<file path="src/rtl/pcd_map.svh">
// Purpose: offsets, field positions, reset values and counts of the divider control
// Assumes: 32-bit APB, one register per aligned word
// Notes:   definitions only
`ifndef PCD_MAP_SVH
`define PCD_MAP_SVH

// apb register byte addresses
`define PCD_ADDR_CTRL       12'h000
`define PCD_ADDR_STATUS     12'h004
`define PCD_CTRL_SERIAL     0

// synchronised input vector positions
`define PCD_IN_WIDTH        10
`define PCD_IN_LATCH        0
`define PCD_IN_NIB_LO       1
`define PCD_IN_SCLK         5
`define PCD_IN_SDATA        6
`define PCD_IN_HOLD         7
`define PCD_IN_VGATE        8
`define PCD_IN_REF          9

// programming register numbers
`define PCD_REG_REF_LO      4'h0
`define PCD_REG_REF_HI      4'h1
`define PCD_REG_FB_LO       4'h2
`define PCD_REG_FB_MID      4'h3
`define PCD_REG_FB_HI       4'h4
`define PCD_REG_POST        4'h5
`define PCD_REG_N1          4'h6
`define PCD_REG_CTL         4'h7
`define PCD_REG_N2_LO       4'h8
`define PCD_REG_N2_MID      4'h9
`define PCD_REG_N2_HI       4'hB
`define PCD_REG_GATE        4'hF
`define PCD_REG_VOID_A      4'hD
`define PCD_REG_VOID_B      4'hE

// field positions inside the nibbles
`define PCD_FB_DOUBLE       1
`define PCD_POST_STATIC     2
`define PCD_POST_VHALF      3
`define PCD_CTL_N1_OFF      0
`define PCD_CTL_PRST        1
`define PCD_CTL_DGATE       2
`define PCD_CTL_SCGATE      3

// power-on values and counts
`define PCD_POR_N1_CODE     4'h1
`define PCD_POR_N1_MOD      5'h04
`define PCD_UNLOCK_WRITES   6'h20
`define PCD_PRST_HALVES     4'h8
`define PCD_SETTLE_US       500
`define PCD_CLK_MHZ         25
`define PCD_SETTLE_CYCLES   (`PCD_SETTLE_US * `PCD_CLK_MHZ)

`endif

</file>
<file path="src/rtl/pcd_pkg.sv">
// Purpose: types shared by the divider control
// Assumes: constants come from pcd_map.svh
// Notes:   the whole module state except the holding registers is one packed struct
package pcd_pkg;

    typedef struct packed {
        logic [9:0]  s1;
        logic [9:0]  s2;
        logic [9:0]  s3;
        logic [9:0]  filt;
        logic [3:0]  addr;
        logic [5:0]  wr_cnt;
        logic        unlocked;
        logic [63:0] shift;
        logic        serial_mode;
        logic [2:0]  free;
        logic [1:0]  ps_sel;
        logic        pix;
        logic        load;
        logic [4:0]  n1_cnt;
        logic [4:0]  n1_mod;
        logic        sec;
        logic        sec_run;
        logic [8:0]  n2_cnt;
        logic [8:0]  n2_m1;
        logic [6:0]  ref_cnt;
        logic [6:0]  ref_m1;
        logic        ref_tick;
        logic [9:0]  fb_cnt;
        logic [9:0]  fb_term;
        logic        fb_tick;
        logic        prst_old;
        logic [3:0]  prst_cnt;
        logic        det_en;
        logic [31:0] prdata;
    } pcd_state_type;

endpackage

</file>
<file path="src/rtl/pcd_clock_divider_control.sv">
// Purpose: digital control of a programmable graphics clock synthesizer
// Assumes: pclk stands in for the vco; vco = pclk/2, all divided clocks are flop levels
// Notes:   nibble and serial programming pins are asynchronous and pass three flops
`timescale 1ns/10ps
`include "pcd_map.svh"

module pcd_clock_divider_control
    import pcd_pkg::*;
(
    input  wire logic        pclk,         // system and vco stand-in clock
    input  wire logic        presetn,      // async reset, power-on
    input  wire logic        psel,         // apb select
    input  wire logic        penable,      // apb access phase
    input  wire logic        pwrite,       // apb direction
    input  wire logic [11:0] paddr,        // apb byte address
    input  wire logic [31:0] pwdata,       // apb write data
    output logic      [31:0] prdata,       // apb read data
    output logic             pready,       // apb ready
    output logic             pslverr,      // apb error on unmapped address
    input  wire logic [3:0]  nibble_bus,   // parallel address/data nibble
    input  wire logic        nibble_latch, // parallel strobe
    input  wire logic        serial_shift_clock, // serial bit clock
    input  wire logic        serial_data,  // serial bit
    input  wire logic        transfer_hold, // serial transfer request
    input  wire logic        video_gate,   // gate for detector or shift clock
    input  wire logic        ref_clk_in,   // reference oscillator level
    output logic             pixel_clk_p,  // differential pixel clock, true
    output logic             pixel_clk_n,  // differential pixel clock, complement
    output logic             load_clk,     // pixel-group clock
    output logic             secondary_divided_output, // second divider output
    output logic             ref_div_tick, // reference divider terminal pulse
    output logic             fb_div_tick,  // feedback divider terminal pulse
    output logic             detector_enable, // phase detector may lock
    output logic             pipeline_reset_busy // reset sequence running
);

    pcd_state_type q;
    pcd_state_type d;
    logic [3:0]    hold_q [16];
    logic          par_we;
    logic          ser_we;

    //////////////////////////////////////////////////////////////////////////////////////
    function automatic logic [4:0] pcd_n1_mod(input logic [3:0] code);
        logic [4:0] m;
        case (code)
            4'h0:    m = 5'h03;
            4'h1:    m = 5'h04;
            4'h2:    m = 5'h05;
            4'h3:    m = 5'h06;
            4'h4:    m = 5'h08;
            4'h5:    m = 5'h0A;
            4'h6:    m = 5'h0C;
            4'h7:    m = 5'h10;
            4'h8:    m = 5'h14;
            default: m = 5'h04;
        endcase
        return m;
    endfunction

    function automatic logic pcd_rise(input logic now, input logic nxt);
        return !now && nxt;
    endfunction

    // output latches: power-on values until unlocked, then transparent
    function automatic logic [3:0] act(input logic [3:0] idx);
        logic [3:0] v;
        v = 4'h0;
        if (q.unlocked) begin
            v = hold_q[idx];
        end else if (idx == `PCD_REG_N1) begin
            v = `PCD_POR_N1_CODE;
        end
        return v;
    endfunction

    //////////////////////////////////////////////////////////////////////////////////////
    logic [6:0] cfg_ref_m1;
    logic [8:0] cfg_fb_n;
    logic       cfg_double;
    logic [1:0] cfg_ps_sel;
    logic       cfg_static;
    logic       cfg_vhalf;
    logic [3:0] cfg_n1_code;
    logic       cfg_n1_off;
    logic       cfg_prst;
    logic       cfg_dgate;
    logic       cfg_scgate;
    logic [8:0] cfg_n2_m1;
    logic [3:0] act_v [16];

    always_comb begin
        for (int i = 0; i < 16; i++) begin
            act_v[i] = act(4'(i));
        end
        cfg_ref_m1  = {act_v[`PCD_REG_REF_HI][2:0], act_v[`PCD_REG_REF_LO]};
        cfg_fb_n    = {act_v[`PCD_REG_FB_HI][0], act_v[`PCD_REG_FB_MID], act_v[`PCD_REG_FB_LO]};
        cfg_double  = act_v[`PCD_REG_FB_HI][`PCD_FB_DOUBLE];
        cfg_ps_sel  = act_v[`PCD_REG_POST][1:0];
        cfg_static  = act_v[`PCD_REG_POST][`PCD_POST_STATIC];
        cfg_vhalf   = act_v[`PCD_REG_POST][`PCD_POST_VHALF];
        cfg_n1_code = act_v[`PCD_REG_N1];
        cfg_n1_off  = act_v[`PCD_REG_CTL][`PCD_CTL_N1_OFF];
        cfg_prst    = act_v[`PCD_REG_CTL][`PCD_CTL_PRST];
        cfg_dgate   = act_v[`PCD_REG_CTL][`PCD_CTL_DGATE];
        cfg_scgate  = act_v[`PCD_REG_CTL][`PCD_CTL_SCGATE];
        cfg_n2_m1   = {act_v[`PCD_REG_N2_HI][0], act_v[`PCD_REG_N2_MID], act_v[`PCD_REG_N2_LO]};
    end

    //////////////////////////////////////////////////////////////////////////////////////
    logic       latch_rise;
    logic       latch_fall;
    logic       sclk_rise;
    logic       ref_rise;
    logic       ps_now;
    logic       ps_nxt;
    logic       ps_edge;
    logic       load_nxt;
    logic       load_edge;
    logic       gate_lvl;
    logic [9:0] fb_term_new;
    logic       apb_wr;

    always_comb begin
        d = q;
        par_we = 1'b0;
        ser_we = 1'b0;

        // three-flop synchronisers; a change counts when stages two and three agree
        d.s1 = {ref_clk_in, video_gate, transfer_hold, serial_data, serial_shift_clock,
                nibble_bus, nibble_latch};
        d.s2 = q.s1;
        d.s3 = q.s2;
        for (int i = 0; i < `PCD_IN_WIDTH; i++) begin
            d.filt[i] = (q.s2[i] == q.s3[i]) ? q.s3[i] : q.filt[i];
        end
        latch_rise = pcd_rise(q.filt[`PCD_IN_LATCH], d.filt[`PCD_IN_LATCH]);
        latch_fall = pcd_rise(d.filt[`PCD_IN_LATCH], q.filt[`PCD_IN_LATCH]);
        sclk_rise  = pcd_rise(q.filt[`PCD_IN_SCLK], d.filt[`PCD_IN_SCLK]);
        ref_rise   = pcd_rise(q.filt[`PCD_IN_REF], d.filt[`PCD_IN_REF]);

        // parallel programming port
        if (!q.serial_mode) begin
            if (latch_fall) begin
                d.addr = d.filt[`PCD_IN_NIB_LO +: 4];
            end
            if (latch_rise) begin
                // 13 and 14 have no storage but still count toward unlock
                par_we = (q.addr != `PCD_REG_VOID_A) && (q.addr != `PCD_REG_VOID_B);
                if (q.wr_cnt != `PCD_UNLOCK_WRITES) begin
                    d.wr_cnt = q.wr_cnt + 6'h01;
                end
                if (d.wr_cnt == `PCD_UNLOCK_WRITES) begin
                    d.unlocked = 1'b1;
                end
            end
        end else if (sclk_rise) begin
            // serial port: shift and hold share one synchroniser so they stay aligned
            d.shift = {q.shift[62:0], d.filt[`PCD_IN_SDATA]};
            if (d.filt[`PCD_IN_HOLD]) begin
                ser_we     = 1'b1;
                d.unlocked = 1'b1;
            end
        end

        // free-running vco divisions: bit0 vco, bit1 half, bit2 quarter
        d.free = q.free + 3'h1;
        if (d.free == 3'h0) begin
            d.ps_sel = cfg_ps_sel;
        end
        ps_now = (q.ps_sel == 2'h3) ? cfg_static : q.free[q.ps_sel];
        ps_nxt = (d.ps_sel == 2'h3) ? cfg_static : d.free[d.ps_sel];
        ps_edge = ps_now != ps_nxt;
        d.pix = q.unlocked ? ps_nxt : d.filt[`PCD_IN_REF];

        // first divider counts both post-scaler edges, so odd moduli stay 50/50
        load_nxt = q.load;
        if (ps_edge) begin
            if (q.n1_cnt >= q.n1_mod - 5'h01) begin
                d.n1_cnt = 5'h00;
                d.n1_mod = pcd_n1_mod(cfg_n1_code);
                if (q.prst_cnt != 4'h0) begin
                    d.prst_cnt = q.prst_cnt - 4'h1;
                    load_nxt   = 1'b0;
                end else begin
                    load_nxt = !q.load;
                end
            end else begin
                d.n1_cnt = q.n1_cnt + 5'h01;
            end
        end
        // wait for a low phase before forcing, so no runt high pulse is cut
        if (cfg_n1_off && !q.load) begin
            load_nxt = 1'b0;
        end
        if (cfg_vhalf && (!q.load || q.free[1])) begin
            load_nxt = d.free[1];
        end
        d.load = load_nxt;
        load_edge = q.load != load_nxt;

        // pipeline reset: arm on the falling edge of the control bit
        d.prst_old = cfg_prst;
        if (q.prst_old && !cfg_prst && (cfg_n1_code <= 4'h5)) begin
            d.prst_cnt = `PCD_PRST_HALVES;
        end

        // second divider, optionally gated by the video gate
        gate_lvl = d.filt[`PCD_IN_VGATE];
        if (load_edge) begin
            if (cfg_scgate && !gate_lvl && !load_nxt) begin
                d.sec     = 1'b0;
                d.sec_run = 1'b0;
                d.n2_cnt  = 9'h000;
            end else if (!q.sec_run) begin
                if (load_nxt && (!cfg_scgate || gate_lvl)) begin
                    d.sec_run = 1'b1;
                    d.sec     = 1'b1;
                    d.n2_cnt  = 9'h000;
                    d.n2_m1   = cfg_n2_m1;
                end
            end else if (q.n2_cnt >= q.n2_m1) begin
                d.sec    = !q.sec;
                d.n2_cnt = 9'h000;
                d.n2_m1  = cfg_n2_m1;
            end else begin
                d.n2_cnt = q.n2_cnt + 9'h001;
            end
        end

        // reference divider, one tick per modulus reference edges
        d.ref_tick = 1'b0;
        if (ref_rise) begin
            if (q.ref_cnt >= q.ref_m1) begin
                d.ref_cnt  = 7'h00;
                d.ref_m1   = cfg_ref_m1;
                d.ref_tick = 1'b1;
            end else begin
                d.ref_cnt = q.ref_cnt + 7'h01;
            end
        end

        // feedback divider on vco rising edges; prescaler folded into one counter
        fb_term_new = cfg_double ? {cfg_fb_n, 1'b0} - 10'h001
                                 : {1'b0, cfg_fb_n} - 10'h001;
        d.fb_tick = 1'b0;
        if (pcd_rise(q.free[0], d.free[0])) begin
            if (q.fb_cnt >= q.fb_term) begin
                d.fb_cnt  = 10'h000;
                d.fb_term = fb_term_new;
                d.fb_tick = 1'b1;
            end else begin
                d.fb_cnt = q.fb_cnt + 10'h001;
            end
        end

        // the video gate serves the shift clock or the detector, never both
        if (q.serial_mode) begin
            d.det_en = !(cfg_dgate && !cfg_scgate && gate_lvl);
        end else begin
            d.det_en = !(cfg_dgate && (q.addr == `PCD_REG_GATE)
                         && d.filt[`PCD_IN_NIB_LO + 3]);
        end

        // apb slave, zero wait states, read data captured in setup
        apb_wr = psel && penable && pwrite && (paddr == `PCD_ADDR_CTRL);
        if (apb_wr) begin
            d.serial_mode = pwdata[`PCD_CTRL_SERIAL];
        end
        if (psel && !penable) begin
            d.prdata = 32'h0000_0000;
            if (paddr == `PCD_ADDR_CTRL) begin
                d.prdata[`PCD_CTRL_SERIAL] = q.serial_mode;
            end else if (paddr == `PCD_ADDR_STATUS) begin
                d.prdata[15:0] = {q.det_en, q.prst_cnt != 4'h0, q.sec, q.load,
                                  q.addr, q.unlocked, q.wr_cnt, 1'b0};
            end
        end
    end

    //////////////////////////////////////////////////////////////////////////////////////
    always_ff @(posedge pclk or negedge presetn) begin
        if (!presetn) begin
            q        <= '0;
            q.n1_mod <= `PCD_POR_N1_MOD;
            q.det_en <= 1'b1;
            // strobe pin idles high; starting low would fake a write after reset
            q.s1[`PCD_IN_LATCH]   <= 1'b1;
            q.s2[`PCD_IN_LATCH]   <= 1'b1;
            q.s3[`PCD_IN_LATCH]   <= 1'b1;
            q.filt[`PCD_IN_LATCH] <= 1'b1;
        end else begin
            q <= d;
        end
    end

    // holding registers carry no reset on purpose; unwritten ones come up random
    always_ff @(posedge pclk) begin
        if (ser_we) begin
            for (int i = 0; i < 16; i++) begin
                hold_q[i] <= d.shift[4*i +: 4];
            end
        end else if (par_we) begin
            hold_q[q.addr] <= d.filt[`PCD_IN_NIB_LO +: 4];
        end
    end

    //////////////////////////////////////////////////////////////////////////////////////
    assign prdata                   = q.prdata;
    assign pready                   = 1'b1;
    assign pslverr                  = psel && penable && (paddr != `PCD_ADDR_CTRL)
                                      && (paddr != `PCD_ADDR_STATUS);
    assign pixel_clk_p              = q.pix;
    assign pixel_clk_n              = !q.pix;
    assign load_clk                 = q.load;
    assign secondary_divided_output = q.sec;
    assign ref_div_tick             = q.ref_tick;
    assign fb_div_tick              = q.fb_tick;
    assign detector_enable          = q.det_en;
    assign pipeline_reset_busy      = q.prst_cnt != 4'h0;

endmodule

</file>
<file path="config.mk">
export PLATFORM = sky130hd
export DESIGN_NAME = pcd_clock_divider_control
export DESIGN_NICKNAME = d
export VERILOG_FILES = /design/src/rtl/pcd_pkg.sv /design/src/rtl/pcd_clock_divider_control.sv
export VERILOG_INCLUDE_DIRS = /design/src /design/src/rtl
export SDC_FILE = /design/constraint.sdc
export NUM_CORES = 1
export LEC_CHECK = 0
export ABC_AREA = 1
export BUFFER_PORTS_ARGS = -buffer_cell sky130_fd_sc_hd__buf_4
export CORE_ASPECT_RATIO = 0.7
export CORE_MARGIN = 1.5
export CORE_UTILIZATION = 25
export DETAILED_ROUTE_END_ITERATION = 10
export SLEW_MARGIN = 40
export SYNTH_ARGS = -nofsm -noshare
export SYNTH_HDL_FRONTEND = slang
export SYNTH_SLANG_ARGS = --single-unit
</file>
<file path="constraint.sdc">
create_clock -name pclk -period 2.7 [get_ports pclk]
set_input_delay 0.405 -clock pclk [delete_from_list [all_inputs] [get_ports pclk]]
set_output_delay 0.405 -clock pclk [all_outputs]
set_load 0.1 [all_outputs]
</file>
# Yosys cells after proc, flatten, opt, wreduce, memory -nomap -nowiden
# Memories as Yosys holds them, arrays and structs flattened. A register that Yosys moved wholly into a read port is not among the register bits.
# Cells that the tools add are included.
# W data, S select, Z words.
# totals
register_bits,206
ram_bits,64
mem_bits_ro,80
inputBits,59
output_inout_bits,42
word_cells,217
memories,2
# mem_list
name,depth,word_bits,rd,rd_clocked_by_memory_dff,write_ports,line,source
(no name shown),16,5,1,1,0,pcd_clock_divider_control.sv:46,case (code)
hold_q,16,4,11,0,16,pcd_clock_divider_control.sv:39,logic [3:0] hold_q [16];
# classes
add_sub_neg,10
magnitude_cmp,7
eq_ne,25
muxes,80
n_bitwise,2
reduce_logical,63
# ops
operator,n
$mux W65,1
$mux W64,1
$mux W4,14
$mux W1,45
$logic_and A1 B1 Y1,23
$mux W10,2
$mux W20,1
$mux W18,1
$mux W6,3
$mux W9,2
$logic_not A1 Y1,16
$mux W16,1
$mux W15,1
$eq A12 B3 Y1 const B,1
$logic_not A12 Y1,1
$ne A12 B3 Y1 const B,1
$reduce_and A2 Y1,6
$reduce_bool A12 Y1,1
$reduce_bool A2 Y1,6
$mux W11,1
$add A10 B1 Y10 const B,1
$eq A1 B1 Y1,10
$ge A10 B10 Y1,1
$sub A10 B1 Y10 const B,1
other kinds (34),46

# Depth between registers and ports, before layout
# Gate-level depths: netlist of run 1.
# logic_depth
depth_word,14
depth_mapped,23
depth_no_buf,22

# Least setup slack after synthesis of run 1
# No wires, ideal clock.
# synth_timing
path_type,register to register
from,"register, netlist name q[94]"
to,register q[87] (netlist bit)
setup_time_ps,118
arrival_ps,2504
required_time_ps,2582
slack_ps,78
stages_incl_launch_ff,24
path_buffers,1
synth_period_minus_slack_ps,2622
cell_sequence,dfrtp_1 > inv_1 > ha_1 > nand3_1 > xnor2_1 > inv_1 > ha_1 > nand2_1 > inv_1 > a21oi_1 > nand3_1 > nand2_1 > nand2_1 > nand2_1 > nand3_2 > nand2_4 > nand2_2 > inv_2 > nand2_1 > nand2_2 > nor2_8 > buf_6 > nand2_1 > o21ai_2
# synth_rtl
element,line,source
to (decl),pcd_clock_divider_control.sv:37,pcd_state_type q;

==> impl_summary.txt, run 1 <==
----------------------------------------------------
[Timing]
  F_max ... 370.0 MHz
  Final period demand of the worst path ... 2.702 ns
  Setup repair after global routing missed its margin ... true
  Final Worst Setup Slack ... -0.002458 ns
  Final Max Tran Viols ... 0
  Transition time at the pin with the least slew margin ... 0.6453 ns
  Worst clock skew ... 0.02314 ns
  Post-route clock period utilization ... 100.1%
  Smallest hold slack ... 0.1049 ns
  Slew margin rel. ... 56.98%
  Number of failing hold endpoints at the final stage ... 0
  Total setup violations reported at the end of the flow ... 1

[Clock network]
  Number of H-tree branching levels ... 1
  CTS tree ... yes
  Reg clk slew, reported paths ... 0.06 ns
  Maximum clock path buffer count ... 3
  Sink count of the clock tree ... 230
  Clock Root Buffer ... clkbuf_16
  CTS Buf Count ... 24
  Clk Latency, worst-skew pair ... 0.55 ns

[Pwr]
  Clk network pwr share ... 29.9%
  Net switching power of the design ... 3.993 mW
  Design Power ... 11.19 mW
  Internal Pwr Total ... 7.198 mW
  Switching portion of total power ... 35.68%
  Register share of total power ... 38.2%
  Combinational share of power ... 31.9%
  Power density of the placed cells ... 843.1 nW/um^2
  Pleak ... 6.276 nW
  Largest voltage drop on the vdd net ... 0.4649 mV

[Synthesis]
  Part of the Yosys area used for sequential elements ... 53.86%
  Distinct cell type count of the synthesized netlist ... 46
  Top cells by area in the synthesized netlist ... dfrtp_1, nand2_1, edfxtp_1, ha_1, o21ai_0
  Syn Inst Count ... 1232
  Average footprint of a synthesized cell ... 8.972 um^2
  FFs w/ async S/R, synth ... 83.48%
  Area share of the leading cell type in the synthesized netlist ... 42.11%
  Post-synth EDFFs ... 38
  Post-synth top area cell ... dfrtp_1
  Yosys warning total ... 0
  Most used DFF post-synth ... dfrtp_1
  Synthesis-stage register bit count ... 230
  Post-Syn Area ... 11050 um^2

[Cells and area]
  Total inserted antenna cells ... 0
  Area delta synth->final ... 20.08%
  Most used cells in the layout excluding fill and tap cells ... nand2_1, dfrtp_1, inv_1
  Final instance count without filler cells ... 1924
  Most common library cell in the layout ignoring fill and taps ... nand2_1
  Finished layout cell area ... 13270 um^2
  Number of nets at the end of the flow ... 1417
  Share of post-route cells with drive strength above 1 ... 14.36%

[Worst setup path]
  Max FO, Critical Path ... 6
  Req. time, crit path ... 3.17 ns
  Gate family responsible for the most delay along the worst path ... simple AND/OR/NAND/NOR gates
  Critical path class ... flop to flop
  Series of cell instances along the critical path ... inv_2 > buf_4 > nand3_2 > xor2_1 > ha_1 > nand2_2 > inv_2 > a21oi_2 > nand3_1 > nand2_1 > nand2_1 > nand2_1 > nand3_2 > nand2_4 > nand2_4 > inv_4 > nand2_2 > nand2_4 > buf_6 > nand4_1 > nand2_1
  Flop-to-flop setup slack ... -0.002 ns
  Critical Path AT ... 3.17 ns
  Kind of end point of the critical path ... flop
  Slowest stage cell on the critical path ... dfrtp_1
  Worst path max stage delay ... 0.37 ns
  Sort of element at the start of the critical path ... flop
  Cell mode on critical path ... nand2_1
  Count of buffer and inverter cells on the critical path ... 5

[Routing]
  Antenna Violating Nets Remaining ... 0
  Final routed DRC violation total ... 0
  DR vias ... 8202
  Drt first pass iters ... 7
  DR iter-0 viols ... 518
  Average via count per standard cell ... 4.263
  Total wire length ... 23960 um
  Wirelength per Cell ... 12.45 um

[GRT]
  Met2 Resource Use GR ... 16.59%
  Number of antenna violations at the first check in global routing ... 0
  Busiest metal layer after global routing ... met2
  Sum of overflow across all layers after global routing ... 0
  Vias in the first global route ... 7920
  Global-route met3 utilization ... 2.033%
  Grt met1 use ... 16.02%
  Global-route wire length before repair ... 40480 um
  Combined global-route utilization of all metal layers ... 10.90%
  Pin count of the biggest net entering global routing ... 70

[Floorplanning]
  Area inside the core boundary ... 43640 um^2
  Die Ht ... 178.9 um
  Ports placed on the boundary ... 101
  Die area ... 45500 um^2
  Number of placement rows ... 64
  Starting utilization of the core area ... 25.33%
  Die boundary width ... 254.3 um

[Status]
  Outcome ... complete, but fails checks
  Violations in the final reports ... setup timing

[Placement]
  Final weighted congestion in routability-driven placement ... 0.8078
  Total of buffers placed on input and output ports ... 52
  Worst slack at placement ... -0.1522 ns
  Estimated wirelength of the detail-placed design ... 16790 um
  Placed Instance Area ... 12140 um^2
  Placed Instances ... 1860

[Hold path]
  Worst min path class ... primary input to flop

[Run]
  Max capacitance violation total ... 0

----------------------------------------------------
==> tightest hold or removal path, cell delays in order <==
cell	delay, ns
buf_4	0.08
nand2_1	0.04
o21ai_0	0.08
==> cells in the mapped netlist, types with 13 or more instances <==
library cell  count
dfrtp_1         186
nor3_1           18
nand3_1          60
buf_4            34
inv_1           129
edfxtp_1         38
a21oi_1          28
nor2_1           58
o21ai_0         110
nand2_1         354
o31ai_1          13
nand4_1          23
xor2_1           17
clkbuf_1         19
ha_1             46
==> registers in the layout, indices dropped and copies added (netlist names), named ones only <==
signal,flops
pixel_clk_p,1
detector_enable,1
prdata,16
secondary_divided_output,1
hold_q,38
ref_div_tick,1
fb_div_tick,1
q,147
d,20
load_clk,1
==> stage by stage <==
step,setup TNS (ns),util [%]
3_5_place_dp,-2.347,27.82
2_1_floorplan,0,-
3_3_place_gp,-0.8660,27.82
5_1_grt,-3.073,30.41
4_1_cts,0,30.24
6_report,-0.002458,30.41
==> power groups by stage <==
stage          clock network [mW]  registers [mW]  logic [mW]
2_1_floorplan                   0            4.40        2.12
3_3_place_gp                    0            4.32        2.95
3_5_place_dp                    0            4.33        3.05
4_1_cts                      3.44            4.27        3.43
5_1_grt                      3.58            4.33        4.03
6_report                     3.34            4.28        3.57
==> metal layers <==
metal | vias to the layer above | routed length, um
met5 | - | 0
met4 | 0 | 383
met3 | 36 | 894
met2 | 131 | 10450
met1 | 3882 | 12230
li1 | 4153 | -
==> area by class of cell <==
class | instances | area, um^2
clock buffers | 31 | 686.9
clock inverters | 13 | 117.6
fillers | 4551 | 30370
inverters | 137 | 516.7
multi-input cells | 822 | 4428
flip-flops and latches | 230 | 5953
well taps | 594 | 743.2
repair buffers | 97 | 827.0
==> final timing paths <==
kind	to	startpoint	cells past startpoint
max	q[91]$_DFFE_PN0P_	q[95]$_DFFE_PN0P_	21
max in group asynchronous	q[197]$_DFF_PN1_	presetn	3
min	q[111]$_DFFE_PN0P_	pwdata[0]	3
max reg2reg	q[91]$_DFFE_PN0P_	q[95]$_DFFE_PN0P_	21
min reg2reg	d[198]$_DFF_PN0_	d[208]$_DFF_PN0_	0
min in group asynchronous	fb_div_tick$_DFF_PN0_	presetn	2
==> repair_timing <==
action,4_1_cts,5_1_grt
pin swaps,13,34
endpoints found under the hold margin,72,0
setup buffers,3,3
resized for setup,18,18
setup endpoints to repair,20,27
hold buffers,11,0
cloned,3,0
==> cell families after synthesis <==
kind of cell,share of synthesized area [%]
flip-flops,53.86
AND/OR/NAND/NOR,21.67
XOR/XNOR,1.822
other,0.06794
buffers and inverters,7.935
AO/OA/AOI/OAI,8.898
adder cells (fa/ha/maj),5.751
Note: power is estimated with default switching activity, not from simulation.
==> run 2: changes to the inputs <==
==> constraint.sdc (replaced) <==
create_clock -name pclk -period 2.6 [get_ports pclk]
set_input_delay 0.39 -clock pclk [delete_from_list [all_inputs] [get_ports pclk]]
set_output_delay 0.39 -clock pclk [all_outputs]
set_load 0.1 [all_outputs]
==> impl_summary.txt, run 2 (same netlist as run 1, synthesis figures left out) <==
----------------------------------------------------
[Status]
  Outcome ... complete, but fails checks
  Violations in the final reports ... setup timing

[Worst setup path]
  Worst reg2reg endpoint ... q[84]$_DFFE_PN0P_
  Sort of element at the start of the critical path ... flop
  Critical Path AT ... 3.12 ns (-0.05 ns)
  Worst path max stage delay ... 0.37 ns (about the same)
  Worst r2r src ... q[94]$_DFFE_PN0P_
  Critical path class ... flop to flop
  Series of cell instances along the critical path ... inv_2 > ha_4 > nand3_2 > xnor2_1 > inv_1 > ha_4 > nand2_2 > inv_2 > nand4_1 > nand3_2 > nand2_2 > nand2_2 > nand2_2 > nand3_2 > nand2_4 > a21oi_4 > nor2_4 > nor2_4 > o21ai_1
  Flop-to-flop setup slack ... -0.11 ns (-0.11 ns)
  Cell mode on critical path ... nand2_2
  Worst Reg-to-Reg Cells ... 19 (-9.5%)
  Kind of end point of the critical path ... flop
  Req. time, crit path ... 3.00 ns (-0.17 ns)
  Slowest stage cell on the critical path ... dfrtp_1
  Max FO, Critical Path ... 7 (+1)

[Placement]
  Placed Instance Area ... 12150 um^2 (about the same)
  Estimated wirelength of the detail-placed design ... 17100 um (+1.8%)
  Final weighted congestion in routability-driven placement ... 0.8044 (-0.42%)
  Total of buffers placed on input and output ports ... 52 (unchanged)
  Worst slack at placement ... -0.1921 ns (-0.03992 ns)

[Timing]
  Final Max Tran Viols ... 0 (unchanged)
  Worst clock skew ... 0.01541 ns (-0.007727 ns)
  Final Worst Setup Slack ... -0.1126 ns (-0.1101 ns)
  Setup repair after global routing missed its margin ... true
  Slew margin rel. ... 57.97% (+0.99 points)
  Final period demand of the worst path ... 2.713 ns (+0.01013 ns)
  Post-route clock period utilization ... 104.3% (+4.2 points)
  F_max ... 368.7 MHz (-0.37%)
  Total setup violations reported at the end of the flow ... 23 (+22)
  Number of failing hold endpoints at the final stage ... 0 (unchanged)
  Transition time at the pin with the least slew margin ... 0.6146 ns (-0.03078 ns)

[Floorplanning]
  Starting utilization of the core area ... 25.33% (unchanged)
  Number of placement rows ... 64 (unchanged)
  Ports placed on the boundary ... 101 (unchanged)
  Die area ... 45500 um^2 (unchanged)
  Die Ht ... 178.9 um (unchanged)
  Die boundary width ... 254.3 um (unchanged)
  Area inside the core boundary ... 43640 um^2 (unchanged)

[GRT]
  Combined global-route utilization of all metal layers ... 10.91% (about the same)
  Global-route wire length before repair ... 40540 um (+0.17%)
  Number of antenna violations at the first check in global routing ... 0 (unchanged)
  Vias in the first global route ... 7890 (-0.38%)
  Sum of overflow across all layers after global routing ... 0 (unchanged)
  Pin count of the biggest net entering global routing ... 77 (+10%)

[Pwr]
  Largest voltage drop on the vdd net ... 0.5453 mV (+17%)
  Pleak ... 6.316 nW (+0.64%)
  Power density of the placed cells ... 889.9 nW/um^2 (+5.5%)

[Run]
  Max capacitance violation total ... 0 (unchanged)

[Clock network]
  Number of H-tree branching levels ... 1 (unchanged)
  CTS Buf Count ... 23 (-4.2%)
  Sink count of the clock tree ... 230 (unchanged)
  Reg clk slew, reported paths ... 0.06 ns (about the same)
  CTS tree ... yes
  Clock Root Buffer ... clkbuf_16
  Clk Latency, worst-skew pair ... 0.54 ns (about the same)
  Maximum clock path buffer count ... 3 (unchanged)

[Cells and area]
  Multi-input logic area ... 4509 um^2 (+1.8%)
  Flip-flop and latch area ... 5953 um^2 (unchanged)
  Most used cells in the layout excluding fill and tap cells ... nand2_1, dfrtp_1, inv_1
  Largest register by flop count ... q
  Finished layout cell area ... 13350 um^2 (+0.56%)
  Number of nets at the end of the flow ... 1423 (+0.42%)
  Area delta synth->final ... 20.75%
  Filler cell count ... 4524 (-0.59%)
  Most common library cell in the layout ignoring fill and taps ... nand2_1
  Share of post-route cells with drive strength above 1 ... 15.58% (+1.2 points)
  Total inserted antenna cells ... 0 (unchanged)
  Number of flip-flops under the largest register name ... 147 (unchanged)

[Routing]
  Drt first pass iters ... 5 (-2)
  Wirelength per Cell ... 12.60 um (+1.2%)
  Final routed DRC violation total ... 0 (unchanged)
  Total wire length ... 24300 um (+1.4%)
  Antenna Violating Nets Remaining ... 0 (unchanged)
  DR vias ... 8342 (+1.7%)
  Average via count per standard cell ... 4.325 (+1.4%)
  DR iter-0 viols ... 587 (+13%)

[Hold path]
  WHS Endpoint ... q[111]$_DFFE_PN0P_
  Worst min path class ... primary input to flop
  Source of the worst hold timing path ... pwdata[0]
  Count of cells along the worst hold path ... 3 (unchanged)

----------------------------------------------------
==> run 2: worst max-delay path: cells and delay by family, from the launching register on <==
family | cells | cell delay, ns
AO/OA/AOI/OAI | 2 | 0.33
flip-flops | 1 | 0.37
XOR/XNOR | 1 | 0.14
adder cells (fa/ha/maj) | 2 | 0.43
AND/OR/NAND/NOR | 11 | 1.06
buffers and inverters | 3 | 0.24
==> run 2: how the worst max path moves through the flow <==
stage | start | endpoint
floorplan | q[94]$_DFFE_PN0P_ | q[87]$_DFFE_PN0P_
detailed placement | q[95]$_DFFE_PN0P_ | q[79]$_DFFE_PN0P_
finish | q[94]$_DFFE_PN0P_ | q[84]$_DFFE_PN0P_
CTS | q[95]$_DFFE_PN0P_ | q[80]$_DFFE_PN0P_
global route | q[94]$_DFFE_PN0P_ | secondary_divided_output$_DFFE_PN0P_
global placement | q[95]$_DFFE_PN0P_ | q[82]$_DFFE_PN0P_
==> run 2: metal layers <==
| metal | global-route usage (%) | vias to the layer above | routed length [um] |
|---|---|---|---|
| met3 | 2.337 | 24 | 1106 |
| met4 | 1.835 | 0 | 359 |
| met5 | 0 | - | 0 |
| li1 | - | 4183 | - |
| met1 | 15.91 | 3996 | 12280 |
| met2 | 16.69 | 139 | 10550 |
==> run 2: through the flow <==
stage | hold slack (ns) | setup TNS, ns | power, mW | cells | utilization, %
after floorplan | 0.09441 | 0 | 6.781 | 1247 | -
after global placement | 0.3185 | -2.191 | 7.589 | 1864 | 27.84
after detailed placement | 0.3223 | -2.944 | 7.723 | 1864 | 27.84
after CTS | 0.04580 | -1.047 | 11.71 | 1925 | 30.35
after global routing | 0.06428 | -5.533 | 12.63 | 1929 | 30.58
final | 0.06414 | -1.483 | 11.88 | 1929 | 30.58
==> run 2: final cells by class <==
class,count,area share (%)
clock buffers,27,4.809
clock inverters,15,0.9375
inverters,137,3.890
multi-input cells,822,33.79
flip-flops and latches,230,44.60
well taps,594,5.569
repair buffers,104,6.403
==> run 2: power breakdown <==
group	total, mW	switching (mW)	internal [mW]
Sequential	4.43	0.272	4.16
Combinational	4.09	2.56	1.53
Clock	3.36	1.47	1.89
Total	11.9	4.30	7.58
==> run 2: repair_timing <==
action	4_1_cts	5_1_grt
endpoints found under the setup margin	20	30
hold endpoints to repair	41	0
setup buffers	5	4
gates cloned	3	0
hold buffers	11	0
pin swaps	26	24
gates resized for setup	33	21
